===== config.mk =====
export PLATFORM = sky130hd
export DESIGN_NAME = blec_boot_loader_entry_control
export DESIGN_NICKNAME = d
export VERILOG_FILES = /design/src/logic/blec_pkg.sv /design/src/logic/blec_boot_loader_entry_control.sv
export SDC_FILE = /design/constraint.sdc
export NUM_CORES = 1
export LEC_CHECK = 0
export ABC_AREA = 1
export BUFFER_PORTS_ARGS = -buffer_cell sky130_fd_sc_hd__buf_4
export CAP_MARGIN = 20
export CELL_PAD_IN_SITES_DETAIL_PLACEMENT = 1
export CELL_PAD_IN_SITES_GLOBAL_PLACEMENT = 1
export CORE_AREA = 3 3 231 233
export DETAILED_ROUTE_END_ITERATION = 8
export DIE_AREA = 0 0 234 236
export GPL_TIMING_DRIVEN = 0
export PLACE_DENSITY = 0.56
export SYNTH_ARGS = -nofsm -noshare
export SYNTH_HDL_FRONTEND = slang
export SYNTH_SLANG_ARGS = --single-unit

===== constraint.sdc =====
create_clock -name ref_clk -period 3.3 [get_ports ref_clk]
set_clock_uncertainty 0.2 [all_clocks]
set_input_delay 0.165 -clock ref_clk [delete_from_list [all_inputs] [get_ports ref_clk]]
set_output_delay 0.165 -clock ref_clk [all_outputs]
set_load 0.01 [all_outputs]

===== src/logic/blec_pkg.sv =====
// package: constants and types for the boot loader entry control block
package blec_pkg;

  // configuration word as delivered by the non-volatile store at boot
  typedef struct packed {
    logic loader_disable;
    logic fast_boot;
    logic invoke_level;
    logic [255:0] password;
  } blec_config_t;

  // boot decision and password gate outputs
  typedef struct packed {
    logic run_loader;
    logic run_application;
    logic decided;
    logic access_granted;
    logic password_fail;
  } blec_status_t;

  typedef enum logic [2:0] {
    BLEC_RESET,
    BLEC_SAMPLE,
    BLEC_DECIDE,
    BLEC_LOADER,
    BLEC_APP
  } blec_state_t;

  localparam int BLEC_PW_BITS = 256;
  localparam logic BLEC_RST_DISABLE = 1'b0;
  localparam logic BLEC_RST_FAST_BOOT = 1'b0;
  localparam logic BLEC_RST_INVOKE_LEVEL = 1'b1;
  // erased flash reads as all ones
  localparam logic [31:0] BLEC_ERASED_WORD = 32'hFFFFFFFF;

  typedef struct packed {
    blec_state_t state;
    logic [1:0] req_sync;
    logic [1:0] rst_sync;
    logic runtime_entry;
    blec_status_t status;
    logic uart_tx;
    logic i2c_data_oe;
    logic boot_reset_req;
  } blec_regs_t;

endpackage : blec_pkg


===== src/logic/blec_boot_loader_entry_control.sv =====
// boot loader entry decision, password gate and serial pin front end
`timescale 1ns/10ps
module blec_boot_loader_entry_control (
  // clock and reset
  input wire logic ref_clk,
  input wire logic reset,
  // pins
  input wire logic loader_request_pin,
  input wire logic external_reset_pin_low,
  input wire logic loader_uart_receive,
  input wire logic loader_i2c_clock,
  input wire logic loader_i2c_data_in,
  // configuration and memory state
  input wire logic config_valid,
  input wire blec_pkg::blec_config_t config_word,
  input wire logic [31:0] reset_vector_word,
  input wire logic [31:0] stack_pointer_word,
  // system reset with loader entry command (same clock domain)
  input wire logic system_level_reset,
  input wire logic sysreset_loader_cmd,
  // loader core side
  input wire logic use_i2c,
  input wire logic loader_tx_bit,
  input wire logic loader_sda_drive_low,
  input wire logic pw_check,
  input wire logic [255:0] pw_candidate,
  // outputs
  output blec_pkg::blec_status_t status,
  output logic boot_level_reset,
  output logic loader_uart_transmit,
  output logic loader_i2c_data_out,
  output logic loader_i2c_data_oe
);
  import blec_pkg::*;

  blec_regs_t r;
  blec_regs_t next_r;
  blec_config_t cfg;
  logic blank_device;
  logic request_seen;

  // =====================================================================
  // configuration defaults until the store delivers a word
  always_comb begin
    if (config_valid) begin
      cfg = config_word;
    end else begin
      cfg.loader_disable = BLEC_RST_DISABLE;
      cfg.fast_boot = BLEC_RST_FAST_BOOT;
      cfg.invoke_level = BLEC_RST_INVOKE_LEVEL;
      cfg.password = '0;
    end
  end

  assign blank_device = (reset_vector_word == BLEC_ERASED_WORD) &&
                        (stack_pointer_word == BLEC_ERASED_WORD);
  assign request_seen = (r.req_sync[1] == cfg.invoke_level);

  // =====================================================================
  // next state
  always_comb begin
    next_r = r;
    next_r.req_sync = {r.req_sync[0], loader_request_pin};
    next_r.rst_sync = {r.rst_sync[0], external_reset_pin_low};
    next_r.boot_reset_req = 1'b0;
    next_r.status.password_fail = 1'b0;
    // a low reset pin requests a reboot, which re-checks the request
    if (!r.rst_sync[1]) begin
      next_r.boot_reset_req = 1'b1;
      next_r.state = BLEC_RESET;
      next_r.status = '0;
    end else if (system_level_reset) begin
      // runtime entry remembered across the system-level reboot
      next_r.runtime_entry = sysreset_loader_cmd;
      next_r.state = BLEC_RESET;
      next_r.status = '0;
    end else begin
      case (r.state)
        BLEC_RESET: begin
          // wait for configuration; sync chain fills meanwhile
          if (config_valid) begin
            next_r.state = BLEC_SAMPLE;
          end
        end
        BLEC_SAMPLE: begin
          next_r.state = BLEC_DECIDE;
        end
        BLEC_DECIDE: begin
          next_r.status.decided = 1'b1;
          next_r.runtime_entry = 1'b0;
          if (!cfg.loader_disable && ((!cfg.fast_boot && request_seen)
              || blank_device || r.runtime_entry)) begin
            next_r.state = BLEC_LOADER;
            next_r.status.run_loader = 1'b1;
          end else begin
            next_r.state = BLEC_APP;
            next_r.status.run_application = 1'b1;
          end
        end
        BLEC_LOADER: begin
          // grant stays until the next reboot
          if (pw_check) begin
            if (pw_candidate == cfg.password) begin
              next_r.status.access_granted = 1'b1;
            end else begin
              next_r.status.password_fail = 1'b1;
            end
          end
        end
        BLEC_APP: begin
          next_r.state = BLEC_APP;
        end
        default: begin
          next_r.state = BLEC_RESET;
        end
      endcase
    end
    // serial pins only live while the loader runs; idle high otherwise
    next_r.uart_tx = 1'b1;
    next_r.i2c_data_oe = 1'b0;
    if (r.state == BLEC_LOADER) begin
      if (use_i2c) begin
        next_r.i2c_data_oe = loader_sda_drive_low;
      end else begin
        next_r.uart_tx = loader_tx_bit;
      end
    end
  end

  // =====================================================================
  // state register
  always_ff @(posedge ref_clk or posedge reset) begin
    if (reset) begin
      r <= '{state: BLEC_RESET, req_sync: 2'h0, rst_sync: 2'h3,
             runtime_entry: 1'b0, status: '0, uart_tx: 1'b1,
             i2c_data_oe: 1'b0, boot_reset_req: 1'b0};
    end else begin
      r <= next_r;
    end
  end

  assign status = r.status;
  assign boot_level_reset = r.boot_reset_req;
  assign loader_uart_transmit = r.uart_tx;
  assign loader_i2c_data_out = 1'b0;
  assign loader_i2c_data_oe = r.i2c_data_oe;

endmodule : blec_boot_loader_entry_control


After elaboration in Yosys (flattened, before gate mapping)
Index checks and enable logic that the tools add are counted.

operators by class
  equality and inequality tests = 16
  reduce and logical (&&, ||, !) cells = 14
  bitwise logic cells = 0
  divide/modulo/power cells = 0
  shift-type cells = 0
  order comparisons = 0
  multipliers = 0
  mux-type cells = 19
  add/sub/neg operators = 0

operator list
  kind                  number
  $mux 259              1
  $eq 256x256->1        1
  $eq 32x32->1 const B  2
  $pmux 3 s5            1
  $mux 3                4
  $ne 3x2->1 const B    4
  $ne 3x3->1 const B    3
  $reduce_and 2->1      4
  $mux 1                7
  $eq 3x2->1 const B    2
  $mux 2                3
  $mux 6                1
  $mux 5                1
  $mux 4                1
  $ne 4x4->1 const B    1
  $eq 3x1->1 const B    1
  $eq 3x3->1 const B    1
  $logic_and 1x1->1     3
  $logic_not 3->1       1
  $reduce_and 3->1      1
  $logic_not 1->1       2
  $logic_or 1x1->1      2
  $reduce_bool 2->1     1
  $eq 1x1->1            1

word-level totals
  bits in read-only memories = 0
  flip-flop bits (word level) = 16
  memory bits (writable) = 0
  word-level logic and storage cells = 61
  output and inout bits = 9
  memories kept = 0
  latch bits = 0

Longest topological paths before layout
  depth in word-level cells = 10
  gate-level depth with buffers = 15
  gate-level depth less buffers = 12

Least setup slack after synthesis
No wires, ideal clock.

  path type = input port to flip-flop
  from = input port config_valid
  to = register r (netlist bit status[0])
  path buffers = 3
  setup time = 0.125 ns
  required time = 2.975 ns
  data arrival time = 1.330 ns
  cell stages on the path = 13
  path slack = 1.646 ns
  path through = buf_4 buf_4 buf_2 nand3_1 nand2_1 a21oi_1 nand2_1 nor2_1 nand2_1 nor2_1 nand2_1 nor2_1 a21oi_1

RTL lines
  what                    RTL line                               RTL
  start: declaration      blec_boot_loader_entry_control.sv:14   input wire logic config_valid,
  end signal: assignment  blec_boot_loader_entry_control.sv:134  r <= '{state: BLEC_RESET, req_sync: 2'h0, rst_sync: 2'h3,
  end signal: assignment  blec_boot_loader_entry_control.sv:138  r <= next_r;
  end: declaration        blec_boot_loader_entry_control.sv:36   blec_regs_t r;

==> results by group <==
Run status
  • Run status: finished clean

Timing
  • Final Hold Vio Count: 0
  • Final Critical Period: 2.56 ns
  • Hold WS: 0.0407 ns
  • Max Clk Rate: 0.391 GHz
  • Worst-Margin Slew: 0.636 ns
  • Pins Over Slew Limit: 0
  • Setup WS post-layout: 0.743 ns
  • Slew Limit Headroom: 0.576
  • Final setup violation count: 0
  • RSZ-0062 raised after global routing: false
  • Setup tns final: 0 ns
  • Final worst path period share: 0.775

GRT
  • Grt ovf: 0
  • All-Layer GR Usage: 0.189
  • Number of global-route vias before repair: 12000
  • First-pass GRT wire length: 76.8 mm
  • Largest net degree at the start of global routing: 17
  • Initial antenna violation count: 5

Placement
  • Input/output buffers: 596
  • Dpl hpwl: 47.2 mm
  • GPL Wtd Cong: 0.806
  • Pre-CTS WS: 0.396 ns

Synth
  • Average size of a mapped cell: 4.67 um^2
  • Post-synthesis cell area: 6830 um^2
  • Yosys cell types: 22
  • Yosys synthesis warning count: 0
  • Cells after Synth: 1461
  • Sequential area share after synthesis: 0.0592
  • Syn Nets: 2054
  • Yosys reg bits: 16

Floorplan
  • # IOs: 602
  • Chip width: 234 um
  • Rows: 83
  • Starting Density: 0.133
  • Core box area: 51400 um^2
  • Die Ht: 236 um
  • Die ar.: 55200 um^2

Critical path
  • CP Capture Type: register
  • CP required: 3.21 ns
  • Worst R2R End: r[13]
  • Crit path max fanout: 10
  • CP startpoint kind: input pin
  • WS Path Type: in -> reg
  • Reg-to-reg startpoint: r[10]
  • Worst R2R Path Depth: 6
  • Arrival time worst endpoint: 2.47 ns
  • Slack of the worst reg-to-reg path: 1.39 ns
  • Crit path from: config_valid

Drt
  • Final wirelength: 55.1 mm
  • Vias/cell: 4.13
  • DRC: 0
  • Iter 0 DRT Violations: 358
  • Vias after detailed routing: 11400
  • WL per Instance: 20.0 um
  • Antenna-violating nets left: 0
  • Router iterations before antenna repair: 5

Pwr
  • Peak VDD IR: 117 uV
  • Leak Pwr: 7.03 nW
  • PwrDens: 151 nW/um^2
  • Total Power: 1.87 mW

CTS
  • Clock Pin Slew Worst Setup and Hold Paths: 0.05 ns
  • Skew-Pair Late Insertion Delay: 0.25 ns
  • Htree depth: 1
  • Post-CTS Setup Bufs: 0
  • Clk sinks: 16
  • Post_cts resized: 0
  • Clk root buf: clkbuf_16
  • TritonCTS Buffers: 3
  • CTS tree: built
  • Clk buf depth: 2

Final layout
  • Multi-input gate area: 5590 um^2
  • Layout cells sized above 1: 0.321
  • Commonest cells after routing, fill and taps aside: nand2_1, buf_4, nor2_1, inv_1, nand3b_1
  • Final Util: 0.240
  • Area Growth Syn to Fin: 80.8%
  • Filler Cell Count: 6846
  • NumNets Final: 2664
  • Sequential cell area: 404 um^2
  • Commonest non-fill, non-tap cell in the layout: nand2_1

Min path
  • Hold_sp: pw_check
  • Hold path endpoint: status[0]
  • Hold Path Depth: 3
  • Tightest Hold Check Type: in -> reg

Run
  • Maxcap violations: 0
==> how the worst max path moves through the flow <==
stage	to	slack, ns
finish	status[0]	0.74
global route	status[1]	0.50
CTS	status[0]	0.65
detailed placement	status[0]	0.40
global placement	status[0]	0.46
floorplan	status[0]	1.65
==> critical path, stage by stage <==
cell	delay, ns
buf_4	0.16
buf_2	0.25
buf_2	0.32
nand3b_1	0.15
nand2_1	0.05
nor2_1	0.20
nand2_1	0.08
nor2_1	0.24
nand2_1	0.10
nor2_1	0.10
nand2_1	0.14
nor2_1	0.34
a21oi_1	0.14
==> area by class of cell <==
type,count,area share
diodes,3,0.000609
inverters,131,0.0399
plain buffers,58,0.0275
flip-flops and latches,16,0.0328
well taps,680,0.0690
clock buffers,4,0.00720
multi-input cells,1256,0.453
repair buffers,605,0.370
==> state kept, by name, summed over array words and instances, names as in the netlist <==
name,flops
loader_i2c_data_oe,1
status,5
loader_uart_transmit,1
next_r,2
r,6
boot_level_reset,1
==> synthesized netlist by cell type (all sizes together) <==
library cell	instances	area, um^2
a31o	1	8.76
conb	1	3.75
xnor2	22	193
nor4	1	6.26
buf	58	339
nand3b	121	908
dfrtp	13	325
xor2	23	201
nand3	102	510
o21ai	3	15.0
dfstp	3	78.8
nor2	170	638
nand2	781	2930
inv	130	488
clkinv	1	3.75
a21oi	15	75.1
nand4	12	75.1
or2	2	12.5
nor3	1	5.00
and2	1	6.26
==> report_power, final <==
| part | total (mW) | internal [mW] | switching (mW) |
|---|---|---|---|
| sequential | 0.206 | 0.203 | 0.00297 |
| combinational | 1.40 | 0.719 | 0.681 |
| clock | 0.263 | 0.184 | 0.0790 |
| total | 1.87 | 1.11 | 0.762 |
==> logic make-up (layout without fill, tap and decap cells) <==
logic type             after synthesis  count (layout)  synth area share
AND/OR/NAND/NOR                   1191            1191             0.746
buffers and inverters              189             798             0.122
XOR/XNOR                            45              45            0.0577
AO/OA/AOI/OAI                       19              19            0.0145
flip-flops                          16              16            0.0592
other                                1               4          0.000549
==> routing by layer <==
metal  up-vias  track usage  share of wire
li1       5697            -              -
met1      5251        0.220           0.40
met2       363        0.352           0.51
met3        61       0.0362          0.067
met4         2       0.0441          0.022
met5         -            0        0.00022
==> timing repair <==
item / CTS / global route
setup endpoints to repair: 0 / 0
endpoints found under the hold margin: 18 / 0
hold buffers: 9 / 0
==> per-stage QoR <==
stage               instance area (um^2)  cells
finish                             12300   2753
global route                       12300   2753
CTS                                12300   2750
detailed placement                 12200   2737
global placement                   12200   2737
floorplan                           6830   1461
Power figures use the tool's default switching activity.
